==> src/pcswm_consts.svh <==
// constants of the socket window mapper: register offsets, field positions, codes
// assumes byte addresses on an 8-bit APB address, 32-bit data, one word per register
//
// Contract
// - five memory windows, each enabled and configured on its own, may overlap in use.
// - each memory window picks common/attribute, width, wait states, write protect, card enable.
// - memory bounds are 4K pages; no memory match below 64K.
// - equal start and stop opens exactly one 4K page.
// - card page is system page plus signed two's complement window offset.
// - address wrap from offset is not detected or blocked.
// - memory hit needs enable and start <= A[23:12] <= stop.
// - window attribute bit clear selects common memory, set selects attribute memory.
// - two byte-granular 16-bit I/O windows with width, zero-wait and 16-bit select.
// - I/O decode spans the full 64K I/O space.
// - I/O hit needs enable, start <= A[15:0] <= stop, and address-enable low.
// - card-type bit switches dual-purpose card pins between memory and I/O meanings.
// - status shows detect, protect, battery, power, ready; changes raise enabled interrupt.
// - sense pins H/H 5V, L/H 3.3V, H/L future, L/L future plus 3.3V.
// - power switch outputs stay undriven until power control bit 4 is set.
// - socket power off drives the future-voltage code on the enable pair.
// - host voltage strap caught at reset release, read-only bit 7; high means 3.3V.
`ifndef PCSWM_CONSTS_SVH
`define PCSWM_CONSTS_SVH

`define PCSWM_OFS_STATUS 8'h00
`define PCSWM_OFS_PWR 8'h04
`define PCSWM_OFS_VSEL 8'h08
`define PCSWM_OFS_GEN 8'h0C
`define PCSWM_OFS_CSC 8'h10
`define PCSWM_OFS_CSC_MASK 8'h14
`define PCSWM_OFS_WIN_EN 8'h18
`define PCSWM_OFS_MW_BASE 8'h40
`define PCSWM_MW_STRIDE 8'h10
`define PCSWM_MW_START 8'h00
`define PCSWM_MW_STOP 8'h04
`define PCSWM_MW_OFFSET 8'h08
`define PCSWM_OFS_IW_BASE 8'hA0
`define PCSWM_IW_STRIDE 8'h08
`define PCSWM_IW_BOUNDS 8'h00
`define PCSWM_IW_CTRL 8'h04

`define PCSWM_PWR_OUT_EN_BIT 4
`define PCSWM_GEN_IO_TYPE_BIT 5
`define PCSWM_VSEL_STRAP_BIT 7
`define PCSWM_WIN_EN_IO_LSB 8
`define PCSWM_MW_BUS16_BIT 15
`define PCSWM_MW_CE_DIS_BIT 14
`define PCSWM_MW_WAIT_LSB 16
`define PCSWM_MW_WP_BIT 14
`define PCSWM_MW_REG_BIT 15

`define PCSWM_VS_5V 2'h0
`define PCSWM_VS_3V3 2'h1
`define PCSWM_VS_XV 2'h2
`define PCSWM_VS_XV_3V3 2'h3
`define PCSWM_VCC_CODE_OFF 2'h2
`define PCSWM_MEM_MIN_PAGE 12'h010

`define PCSWM_NUM_MW 5
`define PCSWM_NUM_IW 2
`define PCSWM_NUM_STS 6

`endif

==> src/pcswm_pkg.sv <==
// types of the socket window mapper: bus carriers, window layouts, state
// assumes pcswm_consts.svh for all numbers
`include "pcswm_consts.svh"

package pcswm_pkg;

   typedef struct packed {
      logic psel;
      logic penable;
      logic pwrite;
      logic [7:0] paddr;
      logic [31:0] pwdata;
   } pcswm_apb_req_t;

   typedef struct packed {
      logic [31:0] prdata;
      logic pready;
      logic pslverr;
   } pcswm_apb_rsp_t;

   // host cycle, sampled synchronously each clock
   typedef struct packed {
      logic [23:0] addr;
      logic mem_req;
      logic io_req;
      logic aen;
      logic wr;
   } pcswm_host_cyc_t;

   // card pins; dual-purpose pins carry both meanings
   typedef struct packed {
      logic card_detect;
      logic wp_iois16;
      logic bvd1_stschg;
      logic bvd2_spkr;
      logic ready_ireq;
      logic card_volt_sense_first;
      logic card_volt_sense_second;
   } pcswm_card_pins_t;

   typedef struct packed {
      logic [25:0] addr;
      logic reg_n;
      logic [1:0] ce_n;
      logic mem_hit;
      logic io_hit;
      logic [2:0] win;
      logic [1:0] wait_st;
      logic bus16;
      logic zws_n;
      logic iocs16_n;
      logic wr_block;
   } pcswm_card_cyc_t;

   typedef struct packed {
      logic [11:0] start;
      logic [11:0] stop;
      logic [13:0] offset;
      logic reg_sel;
      logic wp;
      logic bus16;
      logic ce_dis;
      logic [1:0] wait_st;
   } pcswm_mem_win_t;

   typedef struct packed {
      logic [15:0] start;
      logic [15:0] stop;
      logic bus16;
      logic zws;
      logic cs16_gen;
   } pcswm_io_win_t;

   typedef struct packed {
      pcswm_mem_win_t [`PCSWM_NUM_MW-1:0] mw;
      pcswm_io_win_t [`PCSWM_NUM_IW-1:0] iw;
      logic [`PCSWM_NUM_MW-1:0] mw_en;
      logic [`PCSWM_NUM_IW-1:0] iw_en;
      logic io_type;
      logic [1:0] vcc_code;
      logic pwr_out_en;
      logic [`PCSWM_NUM_STS-1:0] sts_prev;
      logic [`PCSWM_NUM_STS-1:0] csc;
      logic [`PCSWM_NUM_STS-1:0] csc_mask;
      logic host_3v3;
      logic rst_prev;
      pcswm_apb_rsp_t rsp;
      pcswm_card_cyc_t cyc;
      logic [1:0] vcc_pin;
      logic vcc_oe_n;
      logic irq;
      logic ireq;
   } pcswm_state_t;

endpackage : pcswm_pkg

==> src/pcswm_window_map.sv <==
// one-socket window mapper: APB registers, memory/I-O window decode, card status,
// voltage sense, power switch control and host voltage strap
// assumes host cycle and card pins already synchronous to core_clk_i
`include "pcswm_consts.svh"

module pcswm_window_map (
   input wire logic core_clk_i,
   input wire logic srst_i,
   input wire pcswm_pkg::pcswm_apb_req_t apb_req_i,
   output pcswm_pkg::pcswm_apb_rsp_t apb_rsp_o,
   input wire pcswm_pkg::pcswm_host_cyc_t host_cyc_i,
   input wire pcswm_pkg::pcswm_card_pins_t card_pins_i,
   input wire logic host_volt_strap_i,
   output pcswm_pkg::pcswm_card_cyc_t card_cyc_o,
   output logic card_ireq_o,
   output logic [1:0] socket_power_switch_enable_o,
   output logic socket_power_switch_enable_oe_n_o,
   output logic irq_o
);
   import pcswm_pkg::*;

   pcswm_state_t state_q;
   pcswm_state_t state_d;

   function automatic logic [7:0] mw_ofs(input int n, input logic [7:0] sub);
      mw_ofs = 8'(`PCSWM_OFS_MW_BASE + n * `PCSWM_MW_STRIDE) + sub;
   endfunction : mw_ofs

   function automatic logic [7:0] iw_ofs(input int n, input logic [7:0] sub);
      iw_ofs = 8'(`PCSWM_OFS_IW_BASE + n * `PCSWM_IW_STRIDE) + sub;
   endfunction : iw_ofs

   function automatic logic mem_match(input pcswm_mem_win_t w, input logic en,
                                      input logic [11:0] page);
      // below 64K never maps to card memory; equal bounds give one page
      mem_match = en && (page >= `PCSWM_MEM_MIN_PAGE)
                  && (page >= w.start) && (page <= w.stop);
   endfunction : mem_match

   function automatic logic io_match(input pcswm_io_win_t w, input logic en,
                                     input logic [15:0] a);
      io_match = en && (a >= w.start) && (a <= w.stop);
   endfunction : io_match

   function automatic logic [1:0] vs_decode(input logic vs1, input logic vs2);
      case ({vs1, vs2})
         2'b11: vs_decode = `PCSWM_VS_5V;
         2'b01: vs_decode = `PCSWM_VS_3V3;
         2'b10: vs_decode = `PCSWM_VS_XV;
         default: vs_decode = `PCSWM_VS_XV_3V3;
      endcase
   endfunction : vs_decode

   logic [`PCSWM_NUM_STS-1:0] sts_now;
   logic pwr_active;

   always_comb begin
      // status view; write protect and ready only exist for memory cards
      pwr_active = state_q.pwr_out_en && (state_q.vcc_code != `PCSWM_VCC_CODE_OFF);
      sts_now = {pwr_active,
                 card_pins_i.ready_ireq & ~state_q.io_type,
                 card_pins_i.bvd2_spkr & ~state_q.io_type,
                 card_pins_i.bvd1_stschg,
                 card_pins_i.wp_iois16 & ~state_q.io_type,
                 card_pins_i.card_detect};
   end

   always_comb begin
      logic [31:0] rdata;
      logic hit;
      logic wr_en;
      logic [7:0] a;
      logic [11:0] page;
      logic [13:0] card_page;
      logic found;
      logic [`PCSWM_NUM_STS-1:0] w1c;
      rdata = 32'h0000_0000;
      hit = 1'b0;
      wr_en = 1'b0;
      a = apb_req_i.paddr;
      page = host_cyc_i.addr[23:12];
      card_page = 14'h0000;
      found = 1'b0;
      w1c = '0;
      state_d = state_q;

      // read decode, used for both the data word and the error answer
      case (a)
         `PCSWM_OFS_STATUS: begin
            rdata[`PCSWM_NUM_STS-1:0] = sts_now;
            hit = 1'b1;
         end
         `PCSWM_OFS_PWR: begin
            rdata[1:0] = state_q.vcc_code;
            rdata[`PCSWM_PWR_OUT_EN_BIT] = state_q.pwr_out_en;
            hit = 1'b1;
         end
         `PCSWM_OFS_VSEL: begin
            rdata[1:0] = vs_decode(card_pins_i.card_volt_sense_first,
                                   card_pins_i.card_volt_sense_second);
            rdata[`PCSWM_VSEL_STRAP_BIT] = state_q.host_3v3;
            hit = 1'b1;
         end
         `PCSWM_OFS_GEN: begin
            rdata[`PCSWM_GEN_IO_TYPE_BIT] = state_q.io_type;
            hit = 1'b1;
         end
         `PCSWM_OFS_CSC: begin
            rdata[`PCSWM_NUM_STS-1:0] = state_q.csc;
            hit = 1'b1;
         end
         `PCSWM_OFS_CSC_MASK: begin
            rdata[`PCSWM_NUM_STS-1:0] = state_q.csc_mask;
            hit = 1'b1;
         end
         `PCSWM_OFS_WIN_EN: begin
            rdata[`PCSWM_NUM_MW-1:0] = state_q.mw_en;
            rdata[`PCSWM_WIN_EN_IO_LSB +: `PCSWM_NUM_IW] = state_q.iw_en;
            hit = 1'b1;
         end
         default: begin
            hit = 1'b0;
         end
      endcase
      for (int n = 0; n < `PCSWM_NUM_MW; n++) begin
         if (a == mw_ofs(n, `PCSWM_MW_START)) begin
            rdata[11:0] = state_q.mw[n].start;
            rdata[`PCSWM_MW_CE_DIS_BIT] = state_q.mw[n].ce_dis;
            rdata[`PCSWM_MW_BUS16_BIT] = state_q.mw[n].bus16;
            hit = 1'b1;
         end
         if (a == mw_ofs(n, `PCSWM_MW_STOP)) begin
            rdata[11:0] = state_q.mw[n].stop;
            rdata[`PCSWM_MW_WAIT_LSB +: 2] = state_q.mw[n].wait_st;
            hit = 1'b1;
         end
         if (a == mw_ofs(n, `PCSWM_MW_OFFSET)) begin
            rdata[13:0] = state_q.mw[n].offset;
            rdata[`PCSWM_MW_WP_BIT] = state_q.mw[n].wp;
            rdata[`PCSWM_MW_REG_BIT] = state_q.mw[n].reg_sel;
            hit = 1'b1;
         end
      end
      for (int n = 0; n < `PCSWM_NUM_IW; n++) begin
         if (a == iw_ofs(n, `PCSWM_IW_BOUNDS)) begin
            rdata = {state_q.iw[n].stop, state_q.iw[n].start};
            hit = 1'b1;
         end
         if (a == iw_ofs(n, `PCSWM_IW_CTRL)) begin
            rdata[2:0] = {state_q.iw[n].cs16_gen, state_q.iw[n].zws, state_q.iw[n].bus16};
            hit = 1'b1;
         end
      end

      // zero-wait slave: answer is loaded at the setup edge, done in first access cycle
      state_d.rsp.pready = apb_req_i.psel && !apb_req_i.penable;
      if (apb_req_i.psel && !apb_req_i.penable) begin
         state_d.rsp.prdata = apb_req_i.pwrite ? 32'h0000_0000 : rdata;
         state_d.rsp.pslverr = !hit;
      end
      wr_en = apb_req_i.psel && apb_req_i.penable && state_q.rsp.pready
              && apb_req_i.pwrite && hit;

      if (wr_en) begin
         case (a)
            `PCSWM_OFS_PWR: begin
               state_d.vcc_code = apb_req_i.pwdata[1:0];
               state_d.pwr_out_en = apb_req_i.pwdata[`PCSWM_PWR_OUT_EN_BIT];
            end
            `PCSWM_OFS_GEN: begin
               state_d.io_type = apb_req_i.pwdata[`PCSWM_GEN_IO_TYPE_BIT];
            end
            `PCSWM_OFS_CSC: begin
               w1c = apb_req_i.pwdata[`PCSWM_NUM_STS-1:0];
            end
            `PCSWM_OFS_CSC_MASK: begin
               state_d.csc_mask = apb_req_i.pwdata[`PCSWM_NUM_STS-1:0];
            end
            `PCSWM_OFS_WIN_EN: begin
               state_d.mw_en = apb_req_i.pwdata[`PCSWM_NUM_MW-1:0];
               state_d.iw_en = apb_req_i.pwdata[`PCSWM_WIN_EN_IO_LSB +: `PCSWM_NUM_IW];
            end
            default: begin
               state_d.io_type = state_q.io_type;
            end
         endcase
         for (int n = 0; n < `PCSWM_NUM_MW; n++) begin
            if (a == mw_ofs(n, `PCSWM_MW_START)) begin
               state_d.mw[n].start = apb_req_i.pwdata[11:0];
               state_d.mw[n].ce_dis = apb_req_i.pwdata[`PCSWM_MW_CE_DIS_BIT];
               state_d.mw[n].bus16 = apb_req_i.pwdata[`PCSWM_MW_BUS16_BIT];
            end
            if (a == mw_ofs(n, `PCSWM_MW_STOP)) begin
               state_d.mw[n].stop = apb_req_i.pwdata[11:0];
               state_d.mw[n].wait_st = apb_req_i.pwdata[`PCSWM_MW_WAIT_LSB +: 2];
            end
            if (a == mw_ofs(n, `PCSWM_MW_OFFSET)) begin
               state_d.mw[n].offset = apb_req_i.pwdata[13:0];
               state_d.mw[n].wp = apb_req_i.pwdata[`PCSWM_MW_WP_BIT];
               state_d.mw[n].reg_sel = apb_req_i.pwdata[`PCSWM_MW_REG_BIT];
            end
         end
         for (int n = 0; n < `PCSWM_NUM_IW; n++) begin
            if (a == iw_ofs(n, `PCSWM_IW_BOUNDS)) begin
               state_d.iw[n].start = apb_req_i.pwdata[15:0];
               state_d.iw[n].stop = apb_req_i.pwdata[31:16];
            end
            if (a == iw_ofs(n, `PCSWM_IW_CTRL)) begin
               state_d.iw[n].bus16 = apb_req_i.pwdata[0];
               state_d.iw[n].zws = apb_req_i.pwdata[1];
               state_d.iw[n].cs16_gen = apb_req_i.pwdata[2];
            end
         end
      end

      // change detect; a new change in the clearing cycle survives the clear
      state_d.sts_prev = sts_now;
      state_d.csc = (state_q.csc & ~w1c) | (sts_now ^ state_q.sts_prev);
      state_d.irq = |(state_d.csc & state_d.csc_mask);

      // in I/O mode the ready pin carries the card interrupt request
      state_d.ireq = state_q.io_type & card_pins_i.ready_ireq;

      // switch pins stay released until enabled; off means the future-voltage code
      state_d.vcc_oe_n = !state_q.pwr_out_en;
      state_d.vcc_pin = state_q.pwr_out_en ? state_q.vcc_code : `PCSWM_VCC_CODE_OFF;

      // card cycle; lowest numbered window wins when windows overlap
      state_d.cyc = '0;
      state_d.cyc.reg_n = 1'b1;
      state_d.cyc.ce_n = 2'b11;
      state_d.cyc.zws_n = 1'b1;
      state_d.cyc.iocs16_n = 1'b1;
      if (host_cyc_i.mem_req) begin
         for (int n = `PCSWM_NUM_MW - 1; n >= 0; n--) begin
            if (mem_match(state_q.mw[n], state_q.mw_en[n], page)) begin
               found = 1'b1;
               // offset add wraps silently inside the card space
               card_page = 14'({2'b00, page} + state_q.mw[n].offset);
               state_d.cyc.addr = {card_page, host_cyc_i.addr[11:0]};
               state_d.cyc.reg_n = !state_q.mw[n].reg_sel;
               state_d.cyc.win = 3'(n);
               state_d.cyc.wait_st = state_q.mw[n].wait_st;
               state_d.cyc.bus16 = state_q.mw[n].bus16;
               state_d.cyc.wr_block = host_cyc_i.wr && state_q.mw[n].wp;
               state_d.cyc.ce_n = state_q.mw[n].ce_dis ? 2'b11
                                  : (state_q.mw[n].bus16 ? 2'b00 : 2'b10);
            end
         end
         state_d.cyc.mem_hit = found;
      end else if (host_cyc_i.io_req && !host_cyc_i.aen) begin
         for (int n = `PCSWM_NUM_IW - 1; n >= 0; n--) begin
            if (io_match(state_q.iw[n], state_q.iw_en[n], host_cyc_i.addr[15:0])) begin
               found = 1'b1;
               state_d.cyc.addr = {10'h000, host_cyc_i.addr[15:0]};
               state_d.cyc.reg_n = 1'b0;
               state_d.cyc.win = 3'(n);
               state_d.cyc.bus16 = state_q.iw[n].bus16;
               // the card answers from these enables plus its I/O command
               state_d.cyc.ce_n = state_q.iw[n].bus16 ? 2'b00 : 2'b10;
               state_d.cyc.zws_n = !(state_q.iw[n].zws && !state_q.iw[n].bus16);
               state_d.cyc.iocs16_n = !(state_q.iw[n].bus16 && state_q.iw[n].cs16_gen
                                        && state_q.io_type && card_pins_i.wp_iois16);
            end
         end
         state_d.cyc.io_hit = found;
      end

      // strap is caught at the first edge after reset falls
      state_d.rst_prev = 1'b0;
      if (state_q.rst_prev) begin
         state_d.host_3v3 = host_volt_strap_i;
      end

      if (srst_i) begin
         state_d = '0;
         state_d.rst_prev = 1'b1;
         state_d.vcc_oe_n = 1'b1;
         state_d.vcc_pin = `PCSWM_VCC_CODE_OFF;
         state_d.cyc.reg_n = 1'b1;
         state_d.cyc.ce_n = 2'b11;
         state_d.cyc.zws_n = 1'b1;
         state_d.cyc.iocs16_n = 1'b1;
         state_d.host_3v3 = state_q.host_3v3;
      end
   end

   always_ff @(posedge core_clk_i) begin
      state_q <= state_d;
   end

   assign apb_rsp_o = state_q.rsp;
   assign card_cyc_o = state_q.cyc;
   assign card_ireq_o = state_q.ireq;
   assign socket_power_switch_enable_o = state_q.vcc_pin;
   assign socket_power_switch_enable_oe_n_o = state_q.vcc_oe_n;
   assign irq_o = state_q.irq;

endmodule : pcswm_window_map

==> config.mk <==
export PLATFORM = sky130hd
export DESIGN_NAME = pcswm_window_map
export DESIGN_NICKNAME = d
export VERILOG_FILES = /design/src/pcswm_pkg.sv /design/src/pcswm_window_map.sv
export VERILOG_INCLUDE_DIRS = /design/src
export SDC_FILE = /design/constraint.sdc
export NUM_CORES = 1
export LEC_CHECK = 0
export CAP_MARGIN = 20
export CORE_MARGIN = 4
export CORE_UTILIZATION = 60
export DETAILED_ROUTE_END_ITERATION = 6
export DONT_BUFFER_PORTS = 1
export PLACE_DENSITY = 0.76
export SETUP_SLACK_MARGIN = 0.3
export SLEW_MARGIN = 20
export SYNTH_ARGS = -nofsm -noshare
export SYNTH_HDL_FRONTEND = slang
export SYNTH_SLANG_ARGS = --single-unit
==> constraint.sdc <==
create_clock -name core_clk_i -period 4.5 [get_ports core_clk_i]
set_clock_uncertainty 0.05 [all_clocks]
set_input_delay 0.675 -clock core_clk_i [delete_from_list [all_inputs] [get_ports core_clk_i]]
set_output_delay 0.675 -clock core_clk_i [all_outputs]
set_load 0.05 [all_outputs]
==> out/qor_table.md <==
| Group | Quantity | Reported |
|:---|:---|:---|
| clock tree | H-tree depth reported by CTS | 2 |
| place | DP Wirelength | 73,500 µm |
| timing | Post-route setup slack | 0.492 ns |
| grt | Met2 Resource Use GR | 0.621 |
| logic synthesis | Synth Area per Inst | 7.96 µm² |
| timing | Final setup TNS | 0 ns |
| run status | Failing checks | design-rule violations |
| route | First-pass iteration count of the detailed router | 7 |
| logic synthesis | Fraction of synthesized cell area taken by the top area cell type | 0.317 |
| min path | HP Class | input port to flop |
| grt | Number of antenna violations at the first check in global routing | 3 |
| logic synthesis | Flip-flop and latch count after synthesis | 400 |
| place | DP Area | 25,100 µm² |
| critical path | CP arrival | 4.45 ns |
| power and ir drop | Power density over the cells | 304 nW/µm² |
| route | Total number of vias | 25.1k |
| final layout | # nets final | 3,351 |
| critical path | Highest fanout seen on the critical path | 21 |
| floorplanning | Site row count | 74 |
| grt | Met1 routing resource usage after global routing | 0.586 |
| grt | Peak-usage layer in the global routing report | met2 |
| grt | Vias in the first global route | 23.5k |
| timing | Unrepaired setup endpoints after global routing | no |
| critical path | Register-to-Register Setup Slack | 0.49 ns |
| final layout | Fraction of layout instances using a drive strength above 1 | 0.0631 |
| clock tree | CTS clock-pin slew for the worst setup and hold paths | 0.06 ns |
| critical path | Startpoint class of the critical path | flop |
| timing | Tightest Pin Transition | 1.27 ns |
| critical path | Path depth of the worst reg2reg path | 12 |
| route | Number of design-rule violations left by the first detailed-router iteration | 4,426 |
| logic synthesis | Dominant cells by area after synthesis | sky130_fd_sc_hd__dfxtp_1 32%, sky130_fd_sc_hd__ha_1 12%, sky130_fd_sc_hd__a21oi_1 6.2% |
| clock tree | Clk sink count | 400 |
| final layout | Filler cells | 3,560 |
| critical path | Crit Path Class | flop to flop |
| timing | Final slew viol count | 0 |
| run | MaxCap Viol Count | 0 |
| floorplanning | Die width | 213 µm |
| critical path | Reg-to-reg critical path endpoint | card_cyc_o[24] |
| place | Number of input and output port buffers inserted | 0 |
| place | Placer's final routability congestion estimate | 1.03 |
| grt | Global route total overflow | 0 |
| timing | Tcrit/Tclk final | 0.891 |
| floorplanning | Die outline area | 45,400 µm² |
| timing | Relative max-transition margin | 0.156 |
| clock tree | Post-CTS setup buffer count | 0 |
| timing | Hold Fails Final Rpt | 0 |
| timing | Maximum frequency from static timing analysis | 250 MHz |
| run status | Run status | finished with violations |
| grt | First-pass GRT wire length | 150,000 µm |
| timing | Final worst path period need | 4.01 ns |
| logic synthesis | Seq/Total Area, Yosys | 0.318 |
| final layout | Growth of design area from synthesis to finish | 6.04% |
| grt | Global routing met3 resource utilization | 0.135 |
| grt | Overall Global Routing Usage | 0.440 |
| floorplanning | I/O pin cnt | 160 |
| floorplanning | Vertical extent of the die | 213 µm |
| route | DRC | 4 |
| logic synthesis | Top flip-flop cell by instance count after synthesis | sky130_fd_sc_hd__dfxtp_1 |
| floorplanning | Starting Density | 0.612 |
| min path | Worst Hold End | card_cyc_o[1] |
| logic synthesis | Count of flip-flops with a built-in enable after synthesis | 1 |
| logic synthesis | Leading cell types by count after synthesis | 399 x sky130_fd_sc_hd__dfxtp_1, 312 x sky130_fd_sc_hd__a21oi_1, 306 x sky130_fd_sc_hd__nand2_1, 298 x sky130_fd_sc_hd__o21ai_0, 268 x sky130_fd_sc_hd__nor2_1 |
| logic synthesis | Syn Nets | 3,499 |
| logic synthesis | YS warnings | 0 |
| power and ir drop | Static Leak | 0.00940 µW |
| logic synthesis | Async set-or-reset flop fraction in the synthesized netlist | 0 |
| critical path | Startpoint of the worst register-to-register path | state_q[304] |
| final layout | FF/Latch Area | 8020 µm² |
| route | WL final | 104,000 µm |
| logic synthesis | Most used standard cell by instance count after synthesis | sky130_fd_sc_hd__dfxtp_1 |
| logic synthesis | Total standard cell area after synthesis | 25,200 µm² |
| min path | Worst Hold Depth | 1 |
| logic synthesis | Cell count after synthesis | 3,169 |
| clock tree | TritonCTS clock tree | done |
| final layout | Footprint of the multi-input gates | 15,100 µm² |
| logic synthesis | Distinct cells, synth | 83 |
| clock tree | CTS Buffer Depth | 3 |
| route | Detail-routed net length per standard cell | 28.8 µm |
| floorplanning | Core Footprint | 41,200 µm² |
| route | Number of vias per cell | 6.99 |
| grt | Maximum number of pins on one net before global-route repair | 362 |
| clock tree | Clock latency reported for the late side of the worst-skew pair | 0.61 ns |
| critical path | CP Data Required Time | 4.94 ns |
| logic synthesis | Yosys top cell by area | sky130_fd_sc_hd__dfxtp_1 |
| clock tree | Post-cts gate resize count | 0 |
| timing | Finish-stage setup viols | 0 |
| clock tree | Cts-stage hold buffer count | 0 |
| min path | Startpoint of the most critical hold path | card_pins_i[5] |
| power and ir drop | Peak supply drop | 0.330 mV |
| clock tree | Root Buffer | sky130_fd_sc_hd__clkbuf_16 |
| final layout | Post-route cell area | 26,700 µm² |
| clock tree | Number of CTS-inserted buffers | 44 |
| place | Placement-stage worst setup slack | 0.227 ns |
| critical path | CP Capture Type | flop |
| route | Antenna-violating nets left | 0 |
## area by class of cell
cell class / instances / share of cell area
multi-input cells: 2294 / 0.564
well taps: 532 / 0.0249
clock inverters: 22 / 0.0133
repair buffers: 74 / 0.0212
flip-flops and latches: 400 / 0.300
inverters: 207 / 0.0290
diodes: 1 / 0.0000936
clock buffers: 60 / 0.0476
## state kept, by name (all words and copies together) (netlist names)
register	count
apb_rsp_o	34
card_cyc_o	40
card_ireq_o	1
irq_o	1
socket_power_switch_enable_o	2
socket_power_switch_enable_oe_n_o	1
state_q	321
## placed cells by master (no fill, tap or decap), types with 9 or more instances in the layout
cell and n:
sky130_fd_sc_hd__bufinv_16 9, sky130_fd_sc_hd__mux2i_1 139, sky130_fd_sc_hd__dfxtp_1 399, sky130_fd_sc_hd__buf_4 73, sky130_fd_sc_hd__nand2b_1 26, sky130_fd_sc_hd__nand2_1 306
sky130_fd_sc_hd__inv_1 206, sky130_fd_sc_hd__clkbuf_16 46, sky130_fd_sc_hd__a21oi_1 312, sky130_fd_sc_hd__o21ai_0 298, sky130_fd_sc_hd__a211oi_1 30, sky130_fd_sc_hd__or3_1 14
sky130_fd_sc_hd__a22oi_1 38, sky130_fd_sc_hd__nor3_1 37, sky130_fd_sc_hd__or2_2 15, sky130_fd_sc_hd__ha_1 244, sky130_fd_sc_hd__o221ai_1 10, sky130_fd_sc_hd__and3_1 10
sky130_fd_sc_hd__o22ai_1 40, sky130_fd_sc_hd__o21a_1 28, sky130_fd_sc_hd__nand4_1 36, sky130_fd_sc_hd__nand3_1 46, sky130_fd_sc_hd__a221oi_1 25, sky130_fd_sc_hd__a2111oi_0 18
sky130_fd_sc_hd__and2_1 21, sky130_fd_sc_hd__o211ai_1 15, sky130_fd_sc_hd__a222oi_1 20, sky130_fd_sc_hd__a21o_1 48, sky130_fd_sc_hd__a31oi_1 24, sky130_fd_sc_hd__xor2_1 16
sky130_fd_sc_hd__xnor2_1 36, sky130_fd_sc_hd__nor2b_1 31, sky130_fd_sc_hd__nor2_1 268
## where the power goes
part           total, µW  switching [µW]  leakage (µW)  internal, µW
logic                431             248       0.00538           182
clock network       4130            1620      0.000791          2500
registers           3560            13.5       0.00323          3550
## stage by stage
step | power, µW | utilization | instances | hold WS [ns]
final | 8120 | 0.649 | 3590 | 0.109
after floorplan | 4030 | - | 3169 | 0.373
after global routing | 8290 | 0.649 | 3589 | 0.0796
after global placement | 4040 | 0.610 | 3507 | 0.409
after CTS | 8090 | 0.649 | 3589 | 0.0532
after detailed placement | 4060 | 0.610 | 3507 | 0.415
## per-layer routing
metal  vias up  wire, µm
met4         6      8240
met5         -        46
met3       501     15300
met2      1931     41600
met1     11742     38300
li1      10929         -
## kinds of logic (layout without fill, tap and decap cells)
group / count (synthesis) / count (layout) / share of synthesized area
AOI/OAI and AO/OA: 997 / 997 / 0.243
other: 0 / 1 / 0
xor gates and xnor gates: 52 / 52 / 0.0181
buffers and inverters: 475 / 363 / 0.0851
DFF: 400 / 400 / 0.318
muxes: 139 / 139 / 0.0552
and+or+nand+nor: 857 / 857 / 0.156
adders and majority gates: 249 / 249 / 0.125
## critical path: stages (launching register included)
cell	delay [ns]
sky130_fd_sc_hd__dfxtp_1	0.46
sky130_fd_sc_hd__inv_1	0.07
sky130_fd_sc_hd__ha_1	0.30
sky130_fd_sc_hd__a21o_1	0.17
sky130_fd_sc_hd__a2111oi_0	0.47
sky130_fd_sc_hd__o21ai_0	0.16
sky130_fd_sc_hd__nand2_1	0.10
sky130_fd_sc_hd__a21o_1	0.23
sky130_fd_sc_hd__nor2_1	0.09
sky130_fd_sc_hd__buf_4	0.25
sky130_fd_sc_hd__o41ai_1	0.77
sky130_fd_sc_hd__a21oi_1	0.45
sky130_fd_sc_hd__and2_1	0.30
## worst max-delay path by stage
stage	from	end	slack (ns)
final	state_q[304]	card_cyc_o[24]	0.49
after detailed placement	host_cyc_i[16]	card_cyc_o[20]	0.23
after CTS	state_q[304]	card_cyc_o[24]	0.70
after global placement	host_cyc_i[16]	card_cyc_o[25]	0.31
after global routing	state_q[304]	card_cyc_o[20]	0.37
after floorplan	host_cyc_i[16]	card_cyc_o[38]	1.33
(Power assumes the default switching activity.)
